### src/rtl/dcdm_consts.vh
// Purpose: constants for the drive cyclic data mapper
// Assumes: 16-byte telegrams each way, byte 0 first
// Notes: header only, no logic
`ifndef DCDM_CONSTS_VH
`define DCDM_CONSTS_VH
`define DCDM_TG_BYTES 16
`define DCDM_TG_BITS 128
`define DCDM_MODE_POS 8'h01
`define DCDM_MODE_VEL 8'h03
`define DCDM_MODE_CUR 8'h04
`define DCDM_MODE_HOME 8'h06
// state codes, one-hot
`define DCDM_ST_NRDY 8'h01
`define DCDM_ST_SOD 8'h02
`define DCDM_ST_RSO 8'h04
`define DCDM_ST_SON 8'h08
`define DCDM_ST_OPEN 8'h10
`define DCDM_ST_QSA 8'h20
`define DCDM_ST_FRA 8'h40
`define DCDM_ST_FLT 8'h80
// state report bits 6,5,3,2,1,0 per state
`define DCDM_SW_NRDY 16'h0000
`define DCDM_SW_SOD 16'h0040
`define DCDM_SW_RSO 16'h0021
`define DCDM_SW_SON 16'h0023
`define DCDM_SW_OPEN 16'h0027
`define DCDM_SW_QSA 16'h0007
`define DCDM_SW_FRA 16'h000F
`define DCDM_SW_FLT 16'h0008
`define DCDM_SW_VOLT 16'h0010
`define DCDM_SW_REMOTE 16'h0200
`define DCDM_SW_LIMIT 16'h0800
`define DCDM_CW_SON 0
`define DCDM_CW_EV 1
`define DCDM_CW_QS 2
`define DCDM_CW_EO 3
`define DCDM_CW_FRST 7
// controller telegram field positions
`define DCDM_OT_CW_LSB 0
`define DCDM_OT_CW_MSB 15
`define DCDM_OT_MODE_LSB 16
`define DCDM_OT_MODE_MSB 23
`define DCDM_OT_HM_LSB 24
`define DCDM_OT_HM_MSB 31
`define DCDM_OT_SP_LSB 32
`define DCDM_OT_SP16_MSB 47
`define DCDM_OT_SP32_MSB 63
`define DCDM_OT_LIM_LSB 64
`define DCDM_OT_LIM_MSB 79
// drive telegram field positions
`define DCDM_IT_SW_LSB 0
`define DCDM_IT_SW_MSB 15
`define DCDM_IT_MODE_LSB 16
`define DCDM_IT_MODE_MSB 23
`define DCDM_IT_ACT_LSB 24
`define DCDM_IT_ACT16_MSB 39
`define DCDM_IT_ACT32_MSB 55
`define DCDM_IT_CONS_LSB 64
`define DCDM_IT_CONS_MSB 79
`define DCDM_SW_TGT_BIT 10
`define DCDM_LIMIT_OFF 16'h0000
`endif

### src/rtl/dcdm_state_machine.v
// Purpose: drive state machine stepped by command word and faults
// Assumes: fault and local command inputs synchronous to ref_clk
// Notes: leaves after reset through not-ready to switch-on-disabled
`timescale 1ns/1ps
`default_nettype none
`include "dcdm_consts.vh"
module dcdm_state_machine (
  input wire ref_clk, // clock
  input wire rst_b, // async reset, low
  input wire [15:0] cmd_word, // active command word
  input wire bus_volt_ok, // dc bus voltage good
  input wire fault_det, // internal error detected
  input wire stop_done, // fault ramp-down finished
  output reg [7:0] state_reg // one-hot state
);
  localparam [7:0] ST_NRDY = `DCDM_ST_NRDY;
  localparam [7:0] ST_SOD = `DCDM_ST_SOD;
  localparam [7:0] ST_RSO = `DCDM_ST_RSO;
  localparam [7:0] ST_SON = `DCDM_ST_SON;
  localparam [7:0] ST_OPEN = `DCDM_ST_OPEN;
  localparam [7:0] ST_QSA = `DCDM_ST_QSA;
  localparam [7:0] ST_FRA = `DCDM_ST_FRA;
  localparam [7:0] ST_FLT = `DCDM_ST_FLT;
  reg [7:0] state_next;
  wire son = cmd_word[`DCDM_CW_SON];
  wire ev = cmd_word[`DCDM_CW_EV];
  wire qs = cmd_word[`DCDM_CW_QS];
  wire eo = cmd_word[`DCDM_CW_EO];
  wire frst = cmd_word[`DCDM_CW_FRST];
  // commands only move the state where the state allows them
  always @*
  begin
    state_next = state_reg;
    case (state_reg)
      ST_NRDY: state_next = ST_SOD;
      ST_SOD:
        if (ev && qs && !son && bus_volt_ok)
          state_next = ST_RSO;
      ST_RSO:
        if (!ev || !qs) state_next = ST_SOD;
        else if (son) state_next = ST_SON;
      ST_SON:
        if (!ev || !qs) state_next = ST_SOD;
        else if (!son) state_next = ST_RSO;
        else if (eo) state_next = ST_OPEN;
      ST_OPEN:
        if (!ev) state_next = ST_SOD;
        else if (!qs) state_next = ST_QSA;
        else if (!son) state_next = ST_RSO;
        else if (!eo) state_next = ST_SON;
      ST_QSA:
        if (!ev) state_next = ST_SOD;
      ST_FRA:
        if (stop_done) state_next = ST_FLT;
      ST_FLT:
        if (frst && !fault_det) state_next = ST_SOD;
      default: state_next = ST_NRDY;
    endcase
    // faults override any command
    if (fault_det && state_reg != ST_FRA && state_reg != ST_FLT)
      state_next = ST_FRA;
  end
  always @(posedge ref_clk or negedge rst_b)
  begin
    if (!rst_b)
      state_reg <= ST_NRDY;
    else
      state_reg <= state_next;
  end
endmodule
`default_nettype wire

### src/rtl/dcdm_mapper.v
// Purpose: map cyclic 16-byte telegrams to drive fields and back
// Assumes: out_valid marks one complete controller telegram
// Assumes: net_ok low hands the command word to local_cmd
// Notes: byte n of a telegram sits at bits 8n+7:8n, words little endian
// Notes: in_tg_reg is rebuilt every cycle, so the reply beside in_valid_reg
// Notes: still carries the layout of the mode in force before that telegram
`timescale 1ns/1ps
`default_nettype none
`include "dcdm_consts.vh"
module dcdm_mapper (
  input wire ref_clk, // 50 MHz clock
  input wire rst_b, // async reset, low
  input wire [127:0] out_tg, // controller telegram, 16 bytes
  input wire out_valid, // pulse: out_tg complete
  input wire net_ok, // network link healthy
  input wire [15:0] local_cmd, // local command word
  input wire bus_volt_ok, // dc bus voltage good
  input wire fault_det, // internal error detected
  input wire stop_done, // fault ramp-down finished
  input wire target_reached, // motion target reached
  input wire signed [31:0] act_pos, // measured position
  input wire signed [31:0] act_vel, // measured velocity
  input wire signed [15:0] act_cur, // measured current
  input wire signed [15:0] cur_cons, // current consumption, per-mille
  output reg [127:0] in_tg_reg, // drive telegram, 16 bytes
  output reg in_valid_reg, // pulse: in_tg fresh
  output reg [7:0] operating_mode_select, // active mode code
  output reg [7:0] homing_method_reg, // homing method, homing mode only
  output reg signed [31:0] target_pos_reg, // position setpoint
  output reg signed [31:0] target_vel_reg, // velocity setpoint
  output reg signed [15:0] target_cur_reg, // current setpoint
  output reg signed [15:0] cur_limit_reg, // applied current limit
  output reg cur_limit_en_reg, // current limitation active
  output reg motion_en_reg, // moves allowed
  output reg [7:0] drive_state_reg // one-hot drive state
);
  // ****************************************
  // state names
  // ****************************************
  // same one-hot codes as inside the state machine
  localparam [7:0] ST_NRDY = `DCDM_ST_NRDY;
  localparam [7:0] ST_SOD = `DCDM_ST_SOD;
  localparam [7:0] ST_RSO = `DCDM_ST_RSO;
  localparam [7:0] ST_SON = `DCDM_ST_SON;
  localparam [7:0] ST_OPEN = `DCDM_ST_OPEN;
  localparam [7:0] ST_QSA = `DCDM_ST_QSA;
  localparam [7:0] ST_FRA = `DCDM_ST_FRA;
  localparam [7:0] ST_FLT = `DCDM_ST_FLT;
  // ****************************************
  // command capture
  // ****************************************
  reg [15:0] net_cmd_reg;
  // a dead network hands over to the local panel instead of freezing the drive
  wire [15:0] cmd_word = net_ok ? net_cmd_reg : local_cmd;
  // controller fields; bytes 10-15 are never read
  wire [15:0] rx_cw = out_tg[`DCDM_OT_CW_MSB:`DCDM_OT_CW_LSB];
  wire [7:0] rx_mode = out_tg[`DCDM_OT_MODE_MSB:`DCDM_OT_MODE_LSB];
  wire [7:0] rx_homing = out_tg[`DCDM_OT_HM_MSB:`DCDM_OT_HM_LSB];
  wire [31:0] rx_sp32 = out_tg[`DCDM_OT_SP32_MSB:`DCDM_OT_SP_LSB];
  wire [15:0] rx_sp16 = out_tg[`DCDM_OT_SP16_MSB:`DCDM_OT_SP_LSB];
  wire [15:0] rx_limit = out_tg[`DCDM_OT_LIM_MSB:`DCDM_OT_LIM_LSB];
  // zero switches limitation off, it never clamps the current to zero
  wire rx_limit_on = (rx_limit != `DCDM_LIMIT_OFF);
  wire [7:0] state;
  // everything taken from the controller lands on one out_valid edge
  always @(posedge ref_clk or negedge rst_b)
  begin
    if (!rst_b)
    begin
      net_cmd_reg <= 16'h0000;
      operating_mode_select <= 8'h00;
      homing_method_reg <= 8'h00;
      target_pos_reg <= 32'h00000000;
      target_vel_reg <= 32'h00000000;
      target_cur_reg <= 16'h0000;
      cur_limit_reg <= 16'h0000;
      cur_limit_en_reg <= 1'b0;
    end
    else if (out_valid)
    begin
      net_cmd_reg <= rx_cw;
      operating_mode_select <= rx_mode;
      cur_limit_reg <= rx_limit;
      cur_limit_en_reg <= rx_limit_on;
      if (rx_mode == `DCDM_MODE_HOME)
        homing_method_reg <= rx_homing;
      // setpoints of the other modes keep their last value
      case (rx_mode)
        `DCDM_MODE_POS:
        begin
          target_pos_reg <= rx_sp32;
        end
        `DCDM_MODE_VEL:
        begin
          target_vel_reg <= rx_sp32;
        end
        `DCDM_MODE_CUR:
        begin
          target_cur_reg <= rx_sp16;
        end
        default: ;
      endcase
    end
  end
  // ****************************************
  // drive state machine
  // ****************************************
  dcdm_state_machine u_fsm (
    .ref_clk(ref_clk),
    .rst_b(rst_b),
    .cmd_word(cmd_word),
    .bus_volt_ok(bus_volt_ok),
    .fault_det(fault_det),
    .stop_done(stop_done),
    .state_reg(state)
  );
  // ****************************************
  // state report word
  // ****************************************
  // bits 0-3, 5 and 6 carry the state, the rest are flags
  reg [15:0] sw;
  always @*
  begin
    case (state)
      ST_NRDY: sw = `DCDM_SW_NRDY;
      ST_SOD: sw = `DCDM_SW_SOD;
      ST_RSO: sw = `DCDM_SW_RSO;
      ST_SON: sw = `DCDM_SW_SON;
      ST_OPEN: sw = `DCDM_SW_OPEN;
      ST_QSA: sw = `DCDM_SW_QSA;
      ST_FRA: sw = `DCDM_SW_FRA;
      ST_FLT: sw = `DCDM_SW_FLT;
      default: sw = `DCDM_SW_NRDY;
    endcase
    // warning and reserved bits stay zero
    if (bus_volt_ok)
      sw = sw | `DCDM_SW_VOLT;
    // remote shows which side owns the command word
    if (net_ok)
      sw = sw | `DCDM_SW_REMOTE;
    if (cur_limit_en_reg)
      sw = sw | `DCDM_SW_LIMIT;
    sw[`DCDM_SW_TGT_BIT] = target_reached;
  end
  // ****************************************
  // input telegram build
  // ****************************************
  reg [127:0] tg;
  always @*
  begin
    // spare bytes and unused parts of a layout go out as zero
    tg = {`DCDM_TG_BITS{1'b0}};
    tg[`DCDM_IT_SW_MSB:`DCDM_IT_SW_LSB] = sw;
    tg[`DCDM_IT_MODE_MSB:`DCDM_IT_MODE_LSB] = operating_mode_select;
    case (operating_mode_select)
      `DCDM_MODE_POS:
      begin
        tg[`DCDM_IT_ACT32_MSB:`DCDM_IT_ACT_LSB] = act_pos;
      end
      `DCDM_MODE_VEL:
      begin
        tg[`DCDM_IT_ACT32_MSB:`DCDM_IT_ACT_LSB] = act_vel;
      end
      `DCDM_MODE_CUR:
      begin
        tg[`DCDM_IT_ACT16_MSB:`DCDM_IT_ACT_LSB] = act_cur;
      end
      // homing and unknown modes report only the common fields
      default: ;
    endcase
    tg[`DCDM_IT_CONS_MSB:`DCDM_IT_CONS_LSB] = cur_cons;
  end
  // refreshed every cycle so local operation stays visible
  always @(posedge ref_clk or negedge rst_b)
  begin
    if (!rst_b)
    begin
      in_tg_reg <= {`DCDM_TG_BITS{1'b0}};
      in_valid_reg <= 1'b0;
    end
    else
    begin
      in_tg_reg <= tg;
      in_valid_reg <= out_valid;
    end
  end
  // ****************************************
  // state outputs
  // ****************************************
  // registered beside in_tg_reg so both show the same state in one cycle
  always @(posedge ref_clk or negedge rst_b)
  begin
    if (!rst_b)
    begin
      motion_en_reg <= 1'b0;
      drive_state_reg <= ST_NRDY;
    end
    else
    begin
      // quick stop keeps the power stage on but must not start moves
      motion_en_reg <= (state == ST_OPEN);
      drive_state_reg <= state;
    end
  end
endmodule
`default_nettype wire

### config.mk
export PLATFORM = sky130hd
export DESIGN_NAME = dcdm_mapper
export DESIGN_NICKNAME = d
export VERILOG_FILES = /design/src/rtl/dcdm_state_machine.v /design/src/rtl/dcdm_mapper.v
export VERILOG_INCLUDE_DIRS = /design/src /design/src/rtl
export SDC_FILE = /design/constraint.sdc
export NUM_CORES = 1
export LEC_CHECK = 0
export BUFFER_PORTS_ARGS = -buffer_cell sky130_fd_sc_hd__buf_2
export CORE_AREA = 2 2 196 198
export CTS_BUF_LIST = sky130_fd_sc_hd__clkbuf_16
export CTS_CLUSTER_DIAMETER = 150
export DETAILED_ROUTE_END_ITERATION = 10
export DIE_AREA = 0 0 198 200
export GPL_TIMING_DRIVEN = 0
export REMOVE_ABC_BUFFERS = 1
export SLEW_MARGIN = 10
export SYNTH_ARGS = -nofsm -noshare
export SYNTH_HDL_FRONTEND = slang
export SYNTH_SLANG_ARGS = --single-unit
### constraint.sdc
create_clock -name ref_clk -period 3.4 [get_ports ref_clk]
set_input_delay 0.51 -clock ref_clk [delete_from_list [all_inputs] [get_ports ref_clk]]
set_output_delay 0.51 -clock ref_clk [all_outputs]
set_load 0.02 [all_outputs]
# [After elaboration in Yosys (flattened, before gate mapping)]
# Cells that the tools add are included.
[op_classes] eq_ne=24 muxes=22 n_reduce_logical=17
[op_table] operator="$mux 8" n=15
[op_table] operator="$pmux 8 s8" n=1
[op_table] operator="$pmux 7 s7" n=1
[op_table] operator="$pmux 16 s3" n=1
[op_table] operator="$eq 8x3->1 const B" n=4
[op_table] operator="$pmux 16 s2" n=1
[op_table] operator="$eq 8x1->1 const B" n=3
[op_table] operator="$eq 8x2->1 const B" n=3
[op_table] operator="$reduce_bool 16->1" n=1
[op_table] operator="$mux 12" n=1
[op_table] operator="$mux 10" n=1
[op_table] operator="$eq 8x4->1 const B" n=1
[op_table] operator="$eq 8x5->1 const B" n=1
[op_table] operator="$eq 8x6->1 const B" n=1
[op_table] operator="$eq 8x7->1 const B" n=1
[op_table] operator="$eq 8x8->1 const B" n=1
[op_table] operator="$ne 8x7->1 const B" n=1
[op_table] operator="$ne 8x8->1 const B" n=1
[op_table] operator="$reduce_and 2->1" n=4
[op_table] operator="$reduce_and 7->1" n=1
[op_table] operator="$logic_and 1x1->1" n=6
[op_table] operator="$ne 3x1->1 const B" n=2
[op_table] operator="$ne 6x6->1 const B" n=1
[op_table] operator="$mux 5" n=1
[op_table] operator="other kinds (6)" n=9
[word_totals] regBits=211 input_bits=248

# [Depth between registers and ports, before layout]
[logic_depth] ltp_word=7 mapped_depth=7

# [Cells and area by module]
# A second synthesis with hierarchy kept.
[hier_totals] hier_cells=655 area_unflattened_um2=8962.3
[modules_own_cells] mod="dcdm_mapper" instances=1 cells_each=568 area_each_um2=8250.4 seq_area_each_um2=5131.2
[modules_own_cells] mod="dcdm_state_machine" instances=1 cells_each=87 area_each_um2=711.9 seq_area_each_um2=201.4

# [Worst setup path before layout]
# Ideal clock, no wire load.
[synth_timing] path_kind="input -> register" startpoint="in out_tg[19]" endpoint="reg target_cur_reg[10]" setup_time_ns=0.128 arrival_ns=1.984 required_time_ns=3.272 setup_slack_ns=1.288 cell_stages=5 path_cell_list="nor4_2 nand3b_2 nor4b_4 buf_4 mux2_1"
[synth_via] elab_chain_len=2
[synth_rtl] element="from (decl)" line="dcdm_mapper.v:13" rtl="input wire [127:0] out_tg,"
[synth_rtl] element="$eq 8x3->1" line="dcdm_mapper.v:88" rtl="case (rx_mode)"
[synth_rtl] element="$reduce_and 2->1 (no line)"
[synth_rtl] element="to (signal assigned)" line="dcdm_mapper.v:99" rtl="target_cur_reg <= rx_sp16;"
[synth_rtl] element="to (decl)" line="dcdm_mapper.v:31" rtl="output reg signed [15:0] target_cur_reg,"
# Every way passes these cells.
# A chain may end at the register's enable or synchronous reset.

# [Worst setup path in the final report]
[layout_timing] startpoint="reg operating_mode_select[5]" endpoint="reg in_tg_reg[26]"
[layout_via] elab_chain_len=2
[layout_rtl] element="from (decl)" line="dcdm_mapper.v:27" rtl="output reg [7:0] operating_mode_select,"
[layout_rtl] element="from (signal assigned)" line="dcdm_mapper.v:82" rtl="operating_mode_select <= rx_mode;"
[layout_rtl] element="$eq 8x3->1, or another cell as far along" line="dcdm_mapper.v:155" rtl="case (operating_mode_select)"
[layout_rtl] element="$pmux 16 s3 *" line="dcdm_mapper.v:155"
[layout_rtl] element="via tg[26]" line="dcdm_mapper.v:148" rtl="reg [127:0] tg;"
[layout_rtl] element="to (signal assigned)" line="dcdm_mapper.v:178" rtl="in_tg_reg <= {`DCDM_TG_BITS{1'b0}};"
[layout_rtl] element="to (signal assigned)" line="dcdm_mapper.v:183" rtl="in_tg_reg <= tg;"
[layout_rtl] element="to (decl)" line="dcdm_mapper.v:25" rtl="output reg [127:0] in_tg_reg,"
# Mark *: on every way through the listed nets, which the timed path passes. The rest lies on a longest branch.

==> results.txt <==
- The flow ran to the end, but the final reports show violations.
- The final reports fail on hold timing.
* Clk slew on worst S/H paths: about 0.060 ns
- On the final layout, the worst hold slack is -0.00227 ns.
* Post-synthesis cell area: ~0.0086 mm²
* Final clock period utilization by the worst path: between 80 and 90%
- Nature of the critical path startpoint: flip-flop
* Setup Total Neg Slack: 0 ns
- Setup repair after global routing left no endpoint under its margin.
* Estimated wirelength of the detail-placed design: 17,500 µm
* Count of endpoints failing setup in the final report: 0
- Std-Cell Core Area: around 0.037 mm²
- In the synthesized netlist the dominant register cell turns out to be sky130_fd_sc_hd__dfrtp_1.
* Register-to-Register Path Depth: 4
* Global-route wire length before repair: about 34,000 µm
* Number of levels the H-tree was split into: 1
* Startpoint-to-endpoint class of the critical path: reg -> reg
- Psw: 1.85 mW
- Once layout is complete, the utilization of the core stands at around 30%.
- In this run the static leakage power is around 6.3 nW.
* Post-synth EDFFs: 0
* DRT met1 WL: between 9000 and 10,000 µm
- Routability-driven placement finished with a final weighted congestion of between 0.8 and 0.9.
* IO Port Bufs: around 370
- Ports placed on the boundary: between 400 and 500
- TritonRoute pass-1 iters: 4
- Maximum operating frequency: around 350 MHz
- Clock power share: approximately two fifths
* Vias in the first global route: around 5,900
- The worst setup path is captured at a flip-flop.
* Minimum period implied by the final worst setup slack: approximately 2.9 ns
- Clock tree from TritonCTS: yes
- Number of standard cells after synthesis: ~620
* Global router's overall resource usage: a little over a tenth
- Ys Warns: 0
* Worst flop-to-flop path startpoint: operating_mode_select[5]
- VDD sags by at most just over 0.3 mV.
* Num CTS Buffers: 24
- Once detail routing completed, the nets flagged for antenna violations numbered 0.
- The library cell used most frequently in the layout, excluding fill and tap cells, is sky130_fd_sc_hd__buf_2.
- Standard-cell row count: a little over 70
- The tool flagged a number of max-cap violations equal to 0.
- In this run the tightest slew margin relative to its limit is 23.9%.
- The hold violation count in the final report was 9.
- P&R area growth vs syn: 34.5%
- CTS resizes: 0
- The register with the most flip-flops in the layout has 66 of them.
* Metal2 WL: ~11,000 µm
* Path class of the lowest-slack min-delay path: in -> async
- Of the synthesized area, sequential elements account for 59.0%.
- Initial Utilization: roughly 23%
- Number of DRC markers after the initial detailed-route iteration: between 150 and 200
* Commonest non-fill, non-tap cells in the layout: sky130_fd_sc_hd__buf_2, sky130_fd_sc_hd__dfrtp_1, sky130_fd_sc_hd__mux2_2
* Number of hold buffers added after cts: 0
- Dividing total power by cell area gives a power density of between 500 and 600 mW/mm².
* Post-detailed-route wirelength per cell: 15.5 µm
- DRT Wirelength: 23,400 µm
- Overall overflow remaining after global route: 0
- Total number of vias: 5,986
- CTS saw 202 sinks.
* Avg Inst Size Synth: between 10 and 15 µm²
- Transition time at the pin with the least slew margin: between 1 and 1.5 ns
- The number of antenna violations at the first check in global routing is 1.
- Comb power frac: between 10% and 20%
* Remaining design rule violation count: 0
- The post-route netlist has a little over half of its cells at a drive strength greater than 1.
- Per report_power, the sequential group accounts for between 40% and 50% of the total.
- STA puts the critical path data arrival time at 3.29 ns.
- Register bit count reported by yosys: about 200
- Highest metal layer used by the detailed router: met4
* Worst-Skew Late Latency: approximately 0.53 ns
- From bottom edge to top edge, the die measures ~200 µm.
* Master cell of the clock root buffer: sky130_fd_sc_hd__clkbuf_16
- From left edge to right edge, the die measures 198 µm.
- Final-stage net count: roughly 1,200
- Cell-internal power: 4.68 mW
* Met3 layer wire length in the routed design: slightly below 2000 µm
- Post-CTS timing repair inserted 0 buffers for setup.
- Worst Path Required: ~3.8 ns
- Max clock buf depth: 3
* DR vias/cell: about 4.0
- Post-synth ARST share: 100%
* Count of cell types in the netlist: between 50 and 60
- Between clock sinks in the finished design, the worst skew comes to 0.0116 ns.
- Antenna Diode Count: 0
- Overall die area: roughly 0.040 mm²
- Total count of max-transition violations in the final report: 0
- Entering global routing, the biggest net connects 107 pins.
- Along the worst path, the maximum fanout reaches 32.
- Startpoint of the most critical setup path: operating_mode_select[5]
- Net switching is between 20% and 30% of the power.
[layout make-up]
cell class / instances / area [µm²]
fillers: 3850 / 25900
flip-flops and latches: 202 / 5060
multi-input cells: 371 / 3020
repair buffers: 372 / 1930
well taps: 511 / 639
clock buffers: 24 / 601
clock inverters: 20 / 246
inverters: 6 / 22.5
[synth_stat cells (3+ instances only)]
cell | count | area, µm²
sky130_fd_sc_hd__a21oi_1 | 6 | 30.0
sky130_fd_sc_hd__and2_1 | 3 | 18.8
sky130_fd_sc_hd__and3_1 | 3 | 18.8
sky130_fd_sc_hd__buf_2 | 8 | 40.0
sky130_fd_sc_hd__buf_4 | 73 | 548
sky130_fd_sc_hd__buf_6 | 5 | 56.3
sky130_fd_sc_hd__clkbuf_1 | 12 | 45.0
sky130_fd_sc_hd__dfrtp_1 | 200 | 5000
sky130_fd_sc_hd__inv_1 | 6 | 22.5
sky130_fd_sc_hd__mux2_1 | 16 | 180
sky130_fd_sc_hd__mux2_2 | 70 | 788
sky130_fd_sc_hd__mux2_4 | 30 | 450
sky130_fd_sc_hd__mux2i_1 | 37 | 370
sky130_fd_sc_hd__nand2_1 | 24 | 90.1
sky130_fd_sc_hd__nand2b_1 | 3 | 18.8
sky130_fd_sc_hd__nand3_1 | 6 | 30.0
sky130_fd_sc_hd__nand4b_1 | 3 | 26.3
sky130_fd_sc_hd__nor2_1 | 28 | 105
sky130_fd_sc_hd__nor2b_1 | 3 | 18.8
sky130_fd_sc_hd__nor4_1 | 7 | 43.8
sky130_fd_sc_hd__nor4b_1 | 3 | 26.3
sky130_fd_sc_hd__o2111ai_1 | 3 | 26.3
sky130_fd_sc_hd__o21ai_0 | 22 | 110
sky130_fd_sc_hd__xor2_1 | 3 | 26.3
[final timing paths]
kind                       slack (ns)            endpoint
max reg2reg                      0.53       in_tg_reg[26]
max in group asynchronous        2.39  u_fsm.state_reg[0]
min reg2reg                      0.44       in_tg_reg[11]
min                            -0.002  target_vel_reg[31]
min in group ref_clk             0.08       in_tg_reg[75]
max                              0.53       in_tg_reg[26]
[critical path, cell delays in order (launching register included)]
cell and delay [ns]:
sky130_fd_sc_hd__dfrtp_1 0.42, sky130_fd_sc_hd__or4_1 0.59, sky130_fd_sc_hd__nor2_1 0.35, sky130_fd_sc_hd__nand3b_1 0.87, sky130_fd_sc_hd__o21ai_0 0.52
[layer usage]
metal	track usage, %	vias to the layer above
li1	-	2755
met1	13.5	2914
met2	18.5	281
met3	3.49	36
met4	2.92	0
met5	0	-
[power by group through the flow]
stage	Sequential, mW	Clock (mW)	Combinational (mW)
2_1_floorplan	2.95	0	0.432
3_3_place_gp	2.79	0	1.04
3_5_place_dp	2.78	0	1.07
4_1_cts	2.74	2.84	1.07
5_1_grt	2.76	2.93	1.15
6_report	2.74	2.73	1.06
[cell families (layout without fill, tap and decap cells)]
family	Yosys count	after routing	synth area share (%)
compound gates	44	44	3.18
xor+xnor	4	4	0.409
buf+inv	107	422	8.46
flops	202	202	59.0
mux	153	153	20.9
other cells	1	62	0.0438
simple gates	108	108	7.99
[stage by stage]
step                      cells  area [µm²]  setup slack [ns]  hold slack, ns  total power, mW
after global routing       1506       11500             0.333          0.0373             6.84
after floorplan             579        8090             0.729           0.214             3.38
after CTS                  1506       11500             0.582         0.00966             6.65
final                      1506       11500             0.527        -0.00227             6.53
after global placement     1456       10600             -1.71           0.411             3.83
after detailed placement   1462       10700             0.130           0.405             3.85
No activity file was read; power rests on OpenSTA's default activity.
